==> config.mk <==
export PLATFORM = sky130hd
export DESIGN_NAME = cpuasd_decoder
export DESIGN_NICKNAME = d
export VERILOG_FILES = /design/src/design/cpuasd_pkg.sv /design/src/design/cpuasd_decoder.sv
export VERILOG_INCLUDE_DIRS = /design/src /design/src/design
export SDC_FILE = /design/constraint.sdc
export NUM_CORES = 1
export LEC_CHECK = 0
export ABC_AREA = 0
export BUFFER_PORTS_ARGS = -buffer_cell sky130_fd_sc_hd__buf_2
export CAP_MARGIN = 5
export CORE_UTILIZATION = 30
export DETAILED_ROUTE_END_ITERATION = 12
export GPL_ROUTABILITY_DRIVEN = 0
export SETUP_SLACK_MARGIN = 0.3
export SYNTH_ARGS = -nofsm -noshare
export SYNTH_HDL_FRONTEND = slang
export SYNTH_SLANG_ARGS = --single-unit
export TNS_END_PERCENT = 5
==> constraint.sdc <==
create_clock -name clk_in -period 6.55 [get_ports clk_in]
set_clock_uncertainty 0.1 [all_clocks]
set_input_delay 1.31 -clock clk_in [delete_from_list [all_inputs] [get_ports clk_in]]
set_output_delay 1.31 -clock clk_in [all_outputs]
set_load 0.05 [all_outputs]
==> src/design/cpuasd_regs.svh <==
// address map constants of the cpu address space decoder
// assumes a 26-bit physical space behind a 32-bit cpu address
`ifndef CPUASD_REGS_SVH
`define CPUASD_REGS_SVH

`define CPUASD_PHYS_W        26
`define CPUASD_PHYS_TOP      26'h3FFFFFF
`define CPUASD_ROM_BASE      26'h0000000
`define CPUASD_ROM_TOP       26'h00FFFFF
`define CPUASD_ROM_END_256K  26'h003FFFF
`define CPUASD_ROM_END_128K  26'h001FFFF
`define CPUASD_ROM_END_96K   26'h0017FFF
`define CPUASD_EXT_BASE      26'h0100000
`define CPUASD_EXT_TOP       26'h0FFFFFF
`define CPUASD_RAM_BASE      26'h3FF0000
`define CPUASD_RAM_TOP       26'h3FFEFFF
`define CPUASD_RAM_START_16K 26'h3FFB000
`define CPUASD_RAM_START_6K  26'h3FFD800
`define CPUASD_PERIPH_BASE   26'h3FFF000
`define CPUASD_PERIPH_TOP    26'h3FFFFFF
`define CPUASD_HALF_STEP     26'h0000002
`define CPUASD_ZERO_GPR_IDX  5'h00
`define CPUASD_RST_DATA      32'h00000000

`endif

==> src/design/cpuasd_pkg.sv <==
// types shared by the cpu address space decoder
// assumes the map constants of cpuasd_regs.svh
package cpuasd_pkg;

  typedef enum logic [2:0] {
    CPUASD_TGT_ROM    = 3'h0,
    CPUASD_TGT_RAM    = 3'h1,
    CPUASD_TGT_PERIPH = 3'h2,
    CPUASD_TGT_EXT    = 3'h3,
    CPUASD_TGT_PROHIB = 3'h4
  } cpuasd_tgt_t;

  typedef enum logic [1:0] {
    CPUASD_SZ_BYTE = 2'h0,
    CPUASD_SZ_HALF = 2'h1,
    CPUASD_SZ_WORD = 2'h2
  } cpuasd_size_t;

  typedef enum logic [1:0] {
    CPUASD_ROM_256K = 2'h0,
    CPUASD_ROM_128K = 2'h1,
    CPUASD_ROM_96K  = 2'h2
  } cpuasd_rom_cfg_t;

  typedef enum logic [1:0] {
    CPUASD_ST_IDLE  = 2'h0,
    CPUASD_ST_ISSUE = 2'h1,
    CPUASD_ST_HIGH  = 2'h3,
    CPUASD_ST_DONE  = 2'h2
  } cpuasd_state_t;

  typedef struct packed {
    cpuasd_tgt_t  tgt;
    logic         write;
    cpuasd_size_t size;
    logic [25:0]  addr;
    logic [31:0]  wdata;
  } cpuasd_mem_req_t;

endpackage

==> src/design/cpuasd_decoder.sv <==
// cpu address space decoder: fetch and operand address translation and routing
// assumes one target bus that acknowledges with tgt_ack_in and same-clock cpu inputs
//
// Behaviour
// - instruction pointer keeps 26 bits, top zero
// - operand bits 31 to 26 ignored
// - operand address sum wraps modulo 2^32
// - operand bit 25 sign-extended through bit 31
// - top 4 KB routed to peripheral registers for operands, fetch there faulted
// - low 1 MB is internal rom region
// - rom end by size, rest prohibited
// - writes into rom region go external
// - 3FF0000H to 3FFEFFFH is ram region
// - ram start by size, below prohibited
// - peripheral word split, low half first
// - byte register halfword: upper byte dropped
// - 0100000H to 0FFFFFFH goes external
// - hardwired zero gpr base reads zero
`timescale 1ns/1ps
`default_nettype none
`include "cpuasd_regs.svh"

module cpuasd_decoder
  import cpuasd_pkg::*;
(
  input  wire logic            clk_in,
  input  wire logic            nrst_in,
  input  wire cpuasd_rom_cfg_t rom_cfg_in,
  input  wire logic            ram_small_in,
  input  wire logic            fetch_req_in,
  input  wire logic [31:0]     instruction_pointer_in,
  input  wire logic [31:0]     branch_disp_in,
  output logic                 fetch_valid_out,
  output logic [31:0]          fetch_addr_out,
  output cpuasd_tgt_t          fetch_tgt_out,
  output logic                 fetch_fault_out,
  input  wire logic            op_req_in,
  input  wire logic            op_write_in,
  input  wire cpuasd_size_t    op_size_in,
  input  wire logic [4:0]      op_base_idx_in,
  input  wire logic [31:0]     op_base_val_in,
  input  wire logic [15:0]     signed_offset_field_in,
  input  wire logic [31:0]     op_wdata_in,
  output logic                 op_ready_out,
  output logic                 op_done_out,
  output logic [31:0]          op_rdata_out,
  output logic [31:0]          op_addr_out,
  output cpuasd_tgt_t          op_tgt_out,
  output logic                 mem_valid_out,
  output cpuasd_mem_req_t      mem_req_out,
  input  wire logic            tgt_ack_in,
  input  wire logic [31:0]     tgt_rdata_in,
  input  wire logic            periph_byte_wide_in
);

  // region decode shared by fetch and operand paths
  function automatic cpuasd_tgt_t decode_tgt(input logic [25:0] a,
                                             input logic        wr,
                                             input logic        fetch,
                                             input logic [25:0] rom_end,
                                             input logic [25:0] ram_start);
    cpuasd_tgt_t t;
    t = CPUASD_TGT_PROHIB;
    if (a <= `CPUASD_ROM_TOP) begin
      if (wr)
        t = CPUASD_TGT_EXT;
      else if (a <= rom_end)
        t = CPUASD_TGT_ROM;
    end else if (a >= `CPUASD_EXT_BASE && a <= `CPUASD_EXT_TOP) begin
      t = CPUASD_TGT_EXT;
    end else if (a >= `CPUASD_RAM_BASE && a <= `CPUASD_RAM_TOP) begin
      if (a >= ram_start)
        t = CPUASD_TGT_RAM;
    end else if (a >= `CPUASD_PERIPH_BASE) begin
      // no fetch path exists here, so a stray branch is reported, not served
      t = fetch ? CPUASD_TGT_PROHIB : CPUASD_TGT_PERIPH;
    end
    return t;
  endfunction

  // size configuration
  wire logic [25:0] rom_end;
  wire logic [25:0] ram_start;
  assign rom_end   = (rom_cfg_in == CPUASD_ROM_128K) ? `CPUASD_ROM_END_128K :
                     (rom_cfg_in == CPUASD_ROM_96K)  ? `CPUASD_ROM_END_96K  :
                                                       `CPUASD_ROM_END_256K;
  assign ram_start = ram_small_in ? `CPUASD_RAM_START_6K : `CPUASD_RAM_START_16K;

  // fetch path: carry out of bit 25 is simply lost
  wire logic [31:0] fetch_sum;
  wire logic [25:0] fetch_phys;
  wire cpuasd_tgt_t fetch_tgt;
  assign fetch_sum  = instruction_pointer_in + branch_disp_in;
  assign fetch_phys = fetch_sum[25:0];
  assign fetch_tgt  = decode_tgt(fetch_phys, 1'b0, 1'b1, rom_end, ram_start);

  logic        fetch_valid_r;
  logic [25:0] fetch_phys_r;
  cpuasd_tgt_t fetch_tgt_r;

  always_ff @(posedge clk_in) begin
    if (!nrst_in) begin
      fetch_valid_r <= 1'b0;
      fetch_phys_r  <= 26'h0000000;
      fetch_tgt_r   <= CPUASD_TGT_ROM;
    end else begin
      fetch_valid_r <= fetch_req_in;
      if (fetch_req_in) begin
        fetch_phys_r <= fetch_phys;
        fetch_tgt_r  <= fetch_tgt;
      end
    end
  end

  assign fetch_valid_out = fetch_valid_r;
  assign fetch_addr_out  = {6'h00, fetch_phys_r};
  assign fetch_tgt_out   = fetch_tgt_r;
  assign fetch_fault_out = fetch_valid_r && (fetch_tgt_r == CPUASD_TGT_PROHIB);

  // operand address: zero gpr as base, 32-bit wrap, upper bits dropped
  wire logic [31:0] op_base;
  wire logic [31:0] op_disp;
  wire logic [31:0] op_sum;
  wire logic [25:0] op_phys;
  wire cpuasd_tgt_t op_tgt;
  assign op_base = (op_base_idx_in == `CPUASD_ZERO_GPR_IDX) ? 32'h00000000 : op_base_val_in;
  assign op_disp = {{16{signed_offset_field_in[15]}}, signed_offset_field_in};
  assign op_sum  = op_base + op_disp;
  assign op_phys = op_sum[25:0];
  assign op_tgt  = decode_tgt(op_phys, op_write_in, 1'b0, rom_end, ram_start);

  cpuasd_state_t   state_r;
  cpuasd_state_t   state_nxt;
  logic [25:0]     cur_phys_r;
  cpuasd_tgt_t     cur_tgt_r;
  logic            cur_write_r;
  cpuasd_size_t    cur_size_r;
  logic [31:0]     cur_wdata_r;
  logic [15:0]     low_half_r;
  logic [31:0]     rdata_r;
  cpuasd_mem_req_t req_r;

  wire logic op_take;
  wire logic periph_split;
  wire logic issue_ack;
  wire logic high_ack;
  assign op_take      = op_req_in && (state_r == CPUASD_ST_IDLE);
  assign periph_split = (cur_tgt_r == CPUASD_TGT_PERIPH) && (cur_size_r == CPUASD_SZ_WORD);
  assign issue_ack    = (state_r == CPUASD_ST_ISSUE) && tgt_ack_in;
  assign high_ack     = (state_r == CPUASD_ST_HIGH) && tgt_ack_in;

  // byte-wide peripheral register: only the low byte is meaningful either way
  wire logic [15:0] periph_half;
  assign periph_half = periph_byte_wide_in ? {8'h00, tgt_rdata_in[7:0]} : tgt_rdata_in[15:0];

  always_comb begin
    state_nxt = state_r;
    case (state_r)
      CPUASD_ST_IDLE:  if (op_take) state_nxt = CPUASD_ST_ISSUE;
      CPUASD_ST_ISSUE: begin
        if (cur_tgt_r == CPUASD_TGT_PROHIB)
          state_nxt = CPUASD_ST_DONE;
        else if (tgt_ack_in)
          state_nxt = periph_split ? CPUASD_ST_HIGH : CPUASD_ST_DONE;
      end
      CPUASD_ST_HIGH:  if (tgt_ack_in) state_nxt = CPUASD_ST_DONE;
      CPUASD_ST_DONE:  state_nxt = CPUASD_ST_IDLE;
      default:         state_nxt = CPUASD_ST_IDLE;
    endcase
  end

  always_ff @(posedge clk_in) begin
    if (!nrst_in) begin
      state_r <= CPUASD_ST_IDLE;
    end else begin
      state_r <= state_nxt;
    end
  end

  // latch the decoded access when it is taken
  always_ff @(posedge clk_in) begin
    if (!nrst_in) begin
      cur_phys_r  <= 26'h0000000;
      cur_tgt_r   <= CPUASD_TGT_ROM;
      cur_write_r <= 1'b0;
      cur_size_r  <= CPUASD_SZ_BYTE;
      cur_wdata_r <= `CPUASD_RST_DATA;
    end else if (op_take) begin
      cur_phys_r  <= op_phys;
      cur_tgt_r   <= op_tgt;
      cur_write_r <= op_write_in;
      cur_size_r  <= op_size_in;
      cur_wdata_r <= op_wdata_in;
    end
  end

  // target request: a peripheral word becomes two halfwords on an aligned word
  wire logic [25:0]  word_base;
  wire cpuasd_size_t first_size;
  wire logic [25:0]  first_addr;
  assign word_base  = {op_phys[25:2], 2'b00};
  assign first_size = (op_tgt == CPUASD_TGT_PERIPH && op_size_in == CPUASD_SZ_WORD) ?
                      CPUASD_SZ_HALF : op_size_in;
  assign first_addr = (op_tgt == CPUASD_TGT_PERIPH && op_size_in == CPUASD_SZ_WORD) ?
                      word_base : op_phys;

  always_ff @(posedge clk_in) begin
    if (!nrst_in) begin
      req_r <= '0;
    end else if (op_take) begin
      req_r.tgt   <= op_tgt;
      req_r.write <= op_write_in;
      req_r.size  <= first_size;
      req_r.addr  <= first_addr;
      req_r.wdata <= op_wdata_in;
    end else if (issue_ack && periph_split) begin
      req_r.addr  <= req_r.addr + `CPUASD_HALF_STEP;
      req_r.wdata <= {16'h0000, cur_wdata_r[31:16]};
    end
  end

  // read data gathering; prohibited reads answer zero
  always_ff @(posedge clk_in) begin
    if (!nrst_in) begin
      low_half_r <= 16'h0000;
      rdata_r    <= `CPUASD_RST_DATA;
    end else if (op_take) begin
      rdata_r    <= `CPUASD_RST_DATA;
    end else if (issue_ack && cur_tgt_r != CPUASD_TGT_PROHIB) begin
      if (periph_split)
        low_half_r <= periph_half;
      else if (cur_tgt_r == CPUASD_TGT_PERIPH)
        rdata_r    <= {16'h0000, periph_half};
      else
        rdata_r    <= tgt_rdata_in;
    end else if (high_ack) begin
      rdata_r    <= {periph_half, low_half_r};
    end
  end

  // write data to a byte register is trimmed to its low byte here, since the
  // width answer only arrives alongside the request
  wire logic [31:0] mem_wdata;
  assign mem_wdata = (req_r.tgt == CPUASD_TGT_PERIPH && periph_byte_wide_in) ?
                     {24'h000000, req_r.wdata[7:0]} : req_r.wdata;

  wire logic issuing;
  assign issuing = ((state_r == CPUASD_ST_ISSUE) && (cur_tgt_r != CPUASD_TGT_PROHIB)) ||
                   (state_r == CPUASD_ST_HIGH);

  assign mem_valid_out = issuing;
  assign mem_req_out   = '{tgt: req_r.tgt, write: req_r.write, size: req_r.size,
                           addr: req_r.addr, wdata: mem_wdata};
  assign op_ready_out  = (state_r == CPUASD_ST_IDLE);
  assign op_done_out   = (state_r == CPUASD_ST_DONE);
  assign op_rdata_out  = rdata_r;
  assign op_addr_out   = {{6{cur_phys_r[25]}}, cur_phys_r};
  assign op_tgt_out    = cur_tgt_r;

  a_fetch_top_zero: assert property (@(posedge clk_in) disable iff (!nrst_in)
    fetch_req_in |=> fetch_valid_out && fetch_addr_out[31:26] == 6'h00 &&
                     fetch_addr_out[25:0] == $past(fetch_sum[25:0]))
    else $error("fetch address not truncated to 26 bits");

  a_fetch_no_periph: assert property (@(posedge clk_in) disable iff (!nrst_in)
    fetch_valid_out && fetch_addr_out[25:12] == 14'h3FFF |-> fetch_fault_out)
    else $error("fetch into peripheral area not faulted");

  a_op_sign_ext: assert property (@(posedge clk_in) disable iff (!nrst_in)
    op_take |=> op_addr_out[31:26] == {6{$past(op_sum[25])}})
    else $error("operand address not sign extended");

  a_zero_base_wrap: assert property (@(posedge clk_in) disable iff (!nrst_in)
    op_take && op_base_idx_in == 5'h00 |=>
      op_addr_out == {{16{$past(signed_offset_field_in[15])}}, $past(signed_offset_field_in)})
    else $error("zero gpr base did not give displacement alone");

  a_op_wrap_sum: assert property (@(posedge clk_in) disable iff (!nrst_in)
    op_take |=> op_addr_out[25:0] == $past(op_base_val_in[25:0] + op_disp[25:0]) ||
                $past(op_base_idx_in) == 5'h00)
    else $error("operand address sum wrong");

  a_periph_route: assert property (@(posedge clk_in) disable iff (!nrst_in)
    mem_valid_out && mem_req_out.tgt == CPUASD_TGT_PERIPH |->
      mem_req_out.addr[25:12] == 14'h3FFF && mem_req_out.size != CPUASD_SZ_WORD)
    else $error("peripheral request outside area or full word");

  a_split_order: assert property (@(posedge clk_in) disable iff (!nrst_in)
    issue_ack && periph_split |-> mem_req_out.addr[1:0] == 2'b00 ##1
      (state_r == CPUASD_ST_HIGH && mem_req_out.addr[1:0] == 2'b10))
    else $error("peripheral word split order wrong");

  a_rom_write_ext: assert property (@(posedge clk_in) disable iff (!nrst_in)
    mem_valid_out && mem_req_out.addr <= 26'h00FFFFF |->
      (mem_req_out.write ? mem_req_out.tgt == CPUASD_TGT_EXT
                         : mem_req_out.addr <= rom_end))
    else $error("rom region access misrouted");

  a_ram_window: assert property (@(posedge clk_in) disable iff (!nrst_in)
    mem_valid_out && mem_req_out.tgt == CPUASD_TGT_RAM |->
      mem_req_out.addr >= ram_start && mem_req_out.addr <= 26'h3FFEFFF)
    else $error("ram request outside implemented ram");

  a_ext_window: assert property (@(posedge clk_in) disable iff (!nrst_in)
    mem_valid_out && mem_req_out.tgt == CPUASD_TGT_EXT && !mem_req_out.write |->
      mem_req_out.addr >= 26'h0100000 && mem_req_out.addr <= 26'h0FFFFFF)
    else $error("external read outside external area");

  a_prohib_quiet: assert property (@(posedge clk_in) disable iff (!nrst_in)
    state_r == CPUASD_ST_ISSUE && cur_tgt_r == CPUASD_TGT_PROHIB |->
      !mem_valid_out ##1 (op_done_out && op_rdata_out == 32'h00000000))
    else $error("prohibited access reached a target or read nonzero");

  a_byte_reg_read: assert property (@(posedge clk_in) disable iff (!nrst_in)
    issue_ack && cur_tgt_r == CPUASD_TGT_PERIPH && !periph_split && periph_byte_wide_in |=>
      op_rdata_out[31:8] == 24'h000000)
    else $error("byte register read kept upper bits");

endmodule // cpuasd_decoder
`default_nettype wire

==> results of run 1 <==
state kept, by name, indices dropped and copies added (netlist names):
signal           count
cur_wdata_r         16
req_r               32
mem_req_out         32
fetch_phys_r        26
low_half_r          16
cur_size_r           2
cur_phys_r          26
fetch_tgt_out        3
fetch_valid_out      1
op_rdata_out        32
state_r              2
logic make-up after synthesis:
group / count (synthesis) / synth area share
buffers and inverters: 172 / 0.0755
AOI/OAI and AO/OA: 367 / 0.211
adders and majority gates: 64 / 0.0710
other: 1 / 0.000327
DFF: 188 / 0.328
and+or+nand+nor: 617 / 0.254
muxes: 19 / 0.0166
xor gates and xnor gates: 57 / 0.0435
cell type report:
| class | instances | area share |
|---|---|---|
| Clock inverter | 15 | 0.0129 |
| Clock buffer | 17 | 0.0308 |
| Tap cell | 511 | 0.0463 |
| Multi-Input combinational cell | 1130 | 0.499 |
| Inverter | 24 | 0.00670 |
| Timing Repair Buffer | 355 | 0.132 |
| Sequential cell | 188 | 0.273 |
synthesized netlist by cell type (all sizes together) (29+ instances only):
cell      n
nand3    43
dfxtp   188
a311oi   44
nor2b    33
xnor2    29
buf      75
clkbuf   73
nor2    144
o21ai    45
ha       62
and2     33
a211oi   31
a21oi   143
nand2   242
worst paths after layout:
kind | to | slack [ps]
setup / recovery | mem_req_out[61] | 640
hold / removal | req_r[25] | 350
setup reg to reg | mem_req_out[43] | 3170
hold reg to reg | req_r[25] | 350
per-layer routing:
metal / global-route usage / vias up / share of wire
met5: 0 / - / 0.00029
met4: 0.0505 / 2 / 0.016
met3: 0.0470 / 37 / 0.065
met2: 0.313 / 342 / 0.47
met1: 0.239 / 5350 / 0.45
li1: - / 5687 / -
power groups by stage:
| stage | Combinational (mW) | Sequential (mW) | Clock [mW] |
|---|---|---|---|
| after floorplan | 0.768 | 1.47 | 0 |
| after global placement | 1.20 | 1.32 | 0 |
| after detailed placement | 1.21 | 1.33 | 0 |
| after CTS | 1.21 | 1.30 | 1.10 |
| after global routing | 1.31 | 1.31 | 1.14 |
| final | 1.21 | 1.30 | 1.06 |
worst register-to-register path, delay by kind of cell (launching register included):
family	cells	cell delay (ps)
flip-flops	1	460
AND/OR/NAND/NOR	4	1540
AO/OA/AOI/OAI	2	470
buffers and inverters	2	690
stage by stage:
stage                     power (mW)  area [um2]
after floorplan                 2.23       11500
after global placement          2.52       13200
after detailed placement        2.53       13200
after CTS                       3.61       13800
after global routing            3.76       13800
final                           3.57       13800
==> results.json, run 1 <==
{
  "nNetsFinal": 1973,
  "vdd_ir_drop_max_mv": 0.189,
  "finish.utilization": 0.367,
  "finalNonFillerCells": 2240,
  "grt_pass1_wl_um": 57700,
  "dieArea_um2": 39100,
  "ys_warn_count": 0,
  "crit_cells": 19,
  "antenna_found_initial": 1,
  "fmax_mhz": 169,
  "wirelength_um": 37700,
  "critPathCaptureType": "flop",
  "rsz0062_at_grt": "false",
  "maxCapViolations": 0,
  "core_area_um2": 37700,
  "fill_cells": 4009,
  "critPathMaxFanout": 11,
  "synth_edf_count": 0,
  "cts_tree": "built",
  "routedWlPerCell_um": 16.8,
  "path_cells": "buf_2 -> or4_1 -> nor2_1 -> buf_4 -> nor2b_1 -> ha_1 -> o21ai_0 -> o21ai_0 -> a211oi_1 -> xor2_1 -> ha_1 -> nand3_1 -> or4_1 -> or4b_1 -> o41a_1 -> o21bai_1 -> nand4_1 -> a21oi_2 -> a31o_1",
  "ant_nets": 0,
  "synth.area.top_cells": "dfxtp_1 33%, nand2_1 7.9%, ha_1 6.8%",
  "drive_gt1_frac": 0.239,
  "path_clk_slew_ps": 80,
  "seqCellArea_um2": 3760,
  "status": "completed",
  "netlist_instances": 1485,
  "final_cell_mix": "339 x buf_2, 241 x nand2_1, 188 x dfxtp_1",
  "max_stage_delay_ps": 550,
  "switchingPower_mw": 1.46,
  "grt_pass1_vias": 10700,
  "critPathArrivalTime_ps": 6210,
  "via_per_inst": 5.10,
  "min_period_ps": 5910,
  "area.growth.synth_to_final_pct": 20.3,
  "ys.flop_type": "dfxtp_1",
  "clk_latency_ps": 450,
  "cts_root_buffer": "clkbuf_16",
  "slowest_stage": "or4_1",
  "p_per_area_nw_per_um2": 259,
  "hpwl_um": 28200,
  "async_flop_share": 0,
  "swShare": 0.409,
  "hold_start": "req_r[25]",
  "p_int_mw": 2.11,
  "worstReg2RegStart": "mem_req_out[62]",
  "finalWorstSetupSlack_ps": 641,
  "ys_ff_latch": 188,
  "slew_headroom": 0.302,
  "worstMarginPinSlew_ps": 1040,
  "fin_crit_sh": 0.902,
  "ff2ff_path_depth": 8,
  "worstHoldPathType": "flop to flop",
  "cts_resized": 0,
  "startpoint_type": "primary input",
  "synthDistinctLibCells": 80,
  "holdPathStages": 2,
  "pwr-share-seq": 0.364,
  "comb_power_share": 0.339,
  "p_leak_nw": 6.07,
  "synth_top_cell_by_area": "dfxtp_1",
  "cts_setup_buffers": 0,
  "numPlacedInstances": 2208,
  "htreeDepth": 4,
  "ioPinCount": 364,
  "clock_power_share": 0.297,
  "port-buffer-count": 339,
  "finalMaxSlewViolations": 0,
  "finalSetupViolations": 0,
  "multiInputGateArea_um2": 6900,
  "drc": 0,
  "holdWs_ps": 349,
  "path_buf_inv": 2,
  "drt-pass1-iter-count": 8,
  "vias": 11400,
  "n_antenna_cell": 0,
  "worstSetupPathType": "primary input to flop",
  "initial_utilization": 0.305,
  "die_h_um": 198,
  "final_common_cell": "buf_2",
  "tns_ps": 0,
  "critPathLaunch": "op_base_idx_in[0]",
  "drtIter0Drc": 615,
  "critPathTopFamily": "simple AND/OR/NAND/NOR gates",
  "clk_path_buf_depth": 2,
  "syn_area_per_cell_um2": 7.73,
  "grt_use_total": 0.188,
  "num_rows": 71,
  "synth_area_um2": 11500,
  "yosys.area.top_type_share": 0.328,
  "grt_overflow": 0,
  "die_w_um": 198,
  "grt_max_degree": 80,
  "numCtsBuffers": 17,
  "timing.final.hold_violations": 0,
  "required_ps": 6850,
  "cts.sinks": 188,
  "ys_seq_area_frac": 0.328,
  "pre_cts_slack_ps": 240,
  "ctsHoldBuffers": 0
}
No activity file was read; power rests on OpenSTA's default activity.
==> run 2: changes to the inputs <==
- ABC_AREA: 0 -> 1
==> results.json, run 2 <==
{
  "status": "completed",
  "cts_resized": 0,
  "worstMarginPinSlew_ps": 1200,
  "path_clk_slew_ps": 80,
  "ys_warn_count": 0,
  "ctsHoldBuffers": 0,
  "synth_common_cells": "626 x nand2_1, 306 x inv_1, 188 x dfxtp_1",
  "cts_tree": "built",
  "netlist_instances": 2042,
  "tns_ps": 0,
  "htreeDepth": 4,
  "dieArea_um2": 43300,
  "area.growth.synth_to_final_pct": 18.1,
  "die_h_um": 208,
  "port-buffer-count": 339,
  "synth.area.top_cells": "dfxtp_1 30%, nand2_1 18%, inv_1 9.0%",
  "ys.flop_type": "dfxtp_1",
  "die_w_um": 208,
  "cts_root_buffer": "clkbuf_16",
  "numCtsBuffers": 17,
  "startpoint_type": "primary input",
  "synth_top_cell_by_area": "dfxtp_1",
  "antenna_found_initial": 0,
  "via_per_inst": 4.84,
  "finalMaxSlewViolations": 0,
  "required_ps": 6800,
  "worstHoldPathType": "flop to flop",
  "drtIter0Drc": 903,
  "worstSetupPathType": "primary input to flop",
  "vias": 13700,
  "final_cell_mix": "625 x nand2_1, 339 x buf_2, 305 x inv_1",
  "async_flop_share": 0,
  "fin_crit_sh": 0.732,
  "grt_use_total": 0.195,
  "p_leak_nw": 8.17,
  "timing.final.hold_violations": 0,
  "clk_path_buf_depth": 2,
  "ys_ff_latch": 188,
  "grt_overflow": 0,
  "final_common_cell": "nand2_1",
  "synth_area_um2": 12700,
  "drive_gt1_frac": 0.181,
  "grt_pass1_wl_um": 67300,
  "critPathMaxFanout": 26,
  "initial_utilization": 0.304,
  "grt_max_degree": 84,
  "drt-pass1-iter-count": 7,
  "maxCapViolations": 0,
  "ioPinCount": 364,
  "ys_seq_area_frac": 0.295,
  "rsz0062_at_grt": "false",
  "vdd_ir_drop_max_mv": 0.162,
  "synth.most_common_cell": "nand2_1",
  "p_per_area_nw_per_um2": 233,
  "routedWlPerCell_um": 15.1,
  "num_rows": 75,
  "cts.sinks": 188,
  "cts_setup_buffers": 0,
  "drc": 0,
  "grt_pass1_vias": 12800,
  "synth_edf_count": 0,
  "power_mw": 3.51,
  "clk_latency_ps": 450,
  "ff2ff_path_depth": 11,
  "n_antenna_cell": 0,
  "synthDistinctLibCells": 51,
  "holdPathStages": 2,
  "fmax_mhz": 208,
  "hpwl_um": 33000,
  "ant_nets": 0,
  "yosys.area.top_type_share": 0.295,
  "critPathArrivalTime_ps": 5050,
  "core_area_um2": 41900,
  "nNetsFinal": 2544,
  "finalSetupViolations": 0,
  "critPathCaptureType": "flop",
  "min_period_ps": 4800,
  "wirelength_um": 42700,
  "syn_area_per_cell_um2": 6.24,
  "slew_headroom": 0.199
}
## run 2: cell count changes after synthesis, moves of 20 or more
| cell | delta |
|---|---|
| o211ai_1 | +26 |
| and3_1 | -20 |
| xnor2_1 | -21 |
| inv_1 | +282 |
| nand4_1 | +24 |
| and2_1 | -33 |
| o21ai_0 | +63 |
| a31oi_1 | +32 |
| nand3_1 | +69 |
| nand2_1 | +384 |
| a311oi_1 | -39 |
| a211oi_1 | -27 |
| nor2b_1 | -33 |
## run 2: worst paths after layout
kind	start	endpoint	slack, ps
setup / recovery	op_base_idx_in[3]	mem_req_out[63]	1750
hold / removal	cur_phys_r[21]	cur_phys_r[21]	360
setup reg to reg	mem_req_out[62]	mem_req_out[35]	2780
hold reg to reg	cur_phys_r[21]	cur_phys_r[21]	360
## run 2: routing by layer
layer,global-route usage,up-vias,part of all wire
met4,0.0557,0,0.019
met2,0.335,430,0.47
met3,0.0491,42,0.068
li1,-,6991,-
met5,0,-,0
met1,0.238,6284,0.44
## run 2: cells by family (layout without fill, tap and decap cells)
family,count (synthesis),count (layout),share of synthesized area
AND/OR/NAND/NOR,991,991,0.328
XOR/XNOR,22,22,0.0151
adder cells (fa/ha/maj),64,64,0.0640
AO/OA/AOI/OAI,340,340,0.152
other,1,6,0.000294
buffers and inverters,436,688,0.146
flip-flops,188,188,0.295
## run 2: cell type report
class                           count  area, um2
Sequential cell                   188       3760
Fill cell                        4579      26900
Timing Repair Buffer              345       1740
Multi-Input combinational cell   1423       7170
Clock inverter                     13        109
Inverter                          312       1170
Clock buffer                       18        429
Tap cell                          539        674
## run 2: power breakdown
group / internal (mW) / total (mW) / leakage (nW) / switching, mW
logic: 0.331 / 1.24 / 6.36 / 0.908
registers: 1.23 / 1.29 / 1.54 / 0.0582
clock network: 0.493 / 0.984 / 0.261 / 0.491
## run 2: worst max-delay path, stage by stage
cell and delay (ps):
buf_2 100, nor3_1 170, nand2_1 500, nand2_1 190, inv_1 60, ha_1 320, or2_1 260, nand2_1 140
inv_1 100, nand2_1 60, nand2_1 110, a21oi_1 200, xor2_1 300, ha_1 180, nand4_1 100, nor2_1 120
nand2_1 60, nor2_1 90, nand3b_1 80, nor2_1 100, nand4_1 80, nand3_1 90, nand4_1 140, nand3_1 100
o21ai_1 60
## run 2: through the flow
step	worst slack, ps	instances	util	area, um2	hold WS, ps
after floorplan	2100	2047	-	12800	329
after global placement	1280	2807	0.346	14500	340
after detailed placement	1260	2807	0.346	14500	340
after CTS	1750	2838	0.359	15100	355
after global routing	1180	2838	0.359	15100	381
final	1750	2838	0.359	15100	356
==> run 3: changes to the inputs <==
- ABC_AREA: 1 -> 0
- clock period: 6.55 -> 4.97 ns (I/O delays scaled with it)
==> results.json, run 3 (same netlist as run 1, synthesis figures left out) <==
{
  "status": "finished with violations",
  "violations": "negative setup slack",
  "ff2ff_path_depth": 9,
  "p_per_area_nw_per_um2": 338,
  "slew_headroom": 0.177,
  "crit_cells": 18,
  "grt_pass1_wl_um": 58300,
  "postPlaceCellArea_um2": 13900,
  "hpwl_um": 29100,
  "required_ps": 5190,
  "crit_top_cell": "ha_1",
  "ant_nets": 0,
  "finalWorstSetupSlack_ps": -87.4,
  "rrSetupSlack_ps": 1720,
  "ioPinCount": 364,
  "drc": 0,
  "clk_latency_ps": 430,
  "antenna_found_initial": 2,
  "die_w_um": 198,
  "routedWlPerCell_um": 16.3,
  "final_common_cell": "buf_2",
  "num_rows": 71,
  "timing.rr.end": "mem_req_out[42]",
  "hold_start": "req_r[18]",
  "drive_gt1_frac": 0.289,
  "area.growth.synth_to_final_pct": 28.3,
  "htreeDepth": 4,
  "worstSetupPathType": "primary input to flop",
  "final_area_um2": 14700,
  "via_per_inst": 4.98,
  "holdPathStages": 2,
  "tns_ps": -175,
  "finish.utilization": 0.391,
  "rsz0062_at_grt": "true",
  "critPathCaptureType": "flop",
  "grt_overflow": 0,
  "ctsHoldBuffers": 0,
  "hold_end": "req_r[18]",
  "fin_crit_sh": 1.02,
  "grt_use_total": 0.189,
  "drt-pass1-iter-count": 5,
  "grt_pass1_vias": 11000,
  "p_leak_nw": 6.59,
  "numPlacedInstances": 2298,
  "max_stage_delay_ps": 590,
  "vias": 11600,
  "worstMarginPinSlew_ps": 1230,
  "holdWs_ps": 355,
  "critPathArrivalTime_ps": 5280,
  "nNetsFinal": 2067,
  "critPathTopFamily": "simple AND/OR/NAND/NOR gates",
  "worstReg2RegStart": "mem_req_out[62]",
  "maxCapViolations": 0,
  "finalSetupViolations": 2,
  "timing.final.hold_violations": 0,
  "cts_root_buffer": "clkbuf_16",
  "numCtsBuffers": 17,
  "wirelength_um": 38200,
  "finalMaxSlewViolations": 0,
  "cts_tree": "built",
  "port-buffer-count": 339,
  "path_cells": "buf_6 -> or4_4 -> nor2_4 -> nor2b_1 -> ha_1 -> o211ai_1 -> nor2_1 -> a211oi_2 -> xor2_1 -> ha_1 -> nand3_1 -> or4_1 -> or4b_1 -> o41a_1 -> o21bai_1 -> nand4_1 -> a21oi_2 -> o41ai_1",
  "startpoint_type": "primary input",
  "critPathMaxFanout": 6,
  "min_period_ps": 5060,
  "cts.sinks": 188,
  "initial_utilization": 0.305,
  "path_clk_slew_ps": 80,
  "final_cell_mix": "338 x buf_2, 241 x nand2_1, 188 x dfxtp_1",
  "clk_path_buf_depth": 2,
  "slowest_stage": "or4_4",
  "core_area_um2": 37700,
  "dieArea_um2": 39100,
  "worstHoldPathType": "flop to flop",
  "vdd_ir_drop_max_mv": 0.222,
  "finalNonFillerCells": 2336,
  "die_h_um": 198,
  "path_buf_inv": 1,
  "drtIter0Drc": 529,
  "grt_max_degree": 97,
  "fmax_mhz": 198
}
-- run 3: through the flow --
step | total power, mW | worst slack (ps)
global placement | 3.46 | -595
floorplan | 2.95 | -231
global route | 5.24 | -282
detailed placement | 3.47 | -646
finish | 4.97 | -87.4
CTS | 5.00 | -57.5
-- run 3: cell type report --
class,count,area [um2]
Clock inverter,14,218
Timing Repair Buffer,448,2520
Antenna cell,2,5.00
Inverter,24,92.6
Tap cell,511,639
Clock buffer,18,439
Fill cell,3946,22900
Multi-Input combinational cell,1131,7040
Sequential cell,188,3760
-- run 3: worst max path at each step --
| stage | startpoint | to | slack (ps) |
|---|---|---|---|
| 6_report | op_base_idx_in[0] | mem_req_out[63] | -90 |
| 3_5_place_dp | op_base_idx_in[0] | mem_req_out[63] | -650 |
| 3_3_place_gp | op_base_idx_in[0] | mem_req_out[63] | -590 |
| 2_1_floorplan | op_base_idx_in[0] | mem_req_out[61] | -230 |
| 4_1_cts | op_base_idx_in[0] | mem_req_out[61] | -60 |
| 5_1_grt | op_base_idx_in[0] | mem_req_out[61] | -280 |
-- run 3: repair_timing --
item | CTS | global route
pin swaps | 5 | 13
buffers inserted | 2 | 1
setup endpoints to repair | 6 | 9
gates cloned | 1 | 0
gates resized for setup | 7 | 19
-- run 3: metal layers --
metal  vias to the layer above  global-route usage  wire (um)
met2                       359               0.316      17800
met5                         -                   0          0
met4                         0              0.0537        776
met1                      5375               0.238      16900
met3                        40              0.0475       2640
li1                       5863                   -          -
-- run 3: power breakdown --
part | switching [mW] | internal [mW] | leakage [nW]
sequential | 0.0853 | 1.63 | 1.54
clock | 0.707 | 0.794 | 0.315
combinational | 1.16 | 0.597 | 4.73
-- run 3: worst register-to-register path, cell delays in order, from the launching register on --
cell	delay [ps]
dfxtp_1	430
or3b_1	370
buf_4	220
nor4b_2	400
and3_2	350
buf_4	440
nor2_1	220
a21oi_1	180
nor2_1	50
a2111oi_0	360
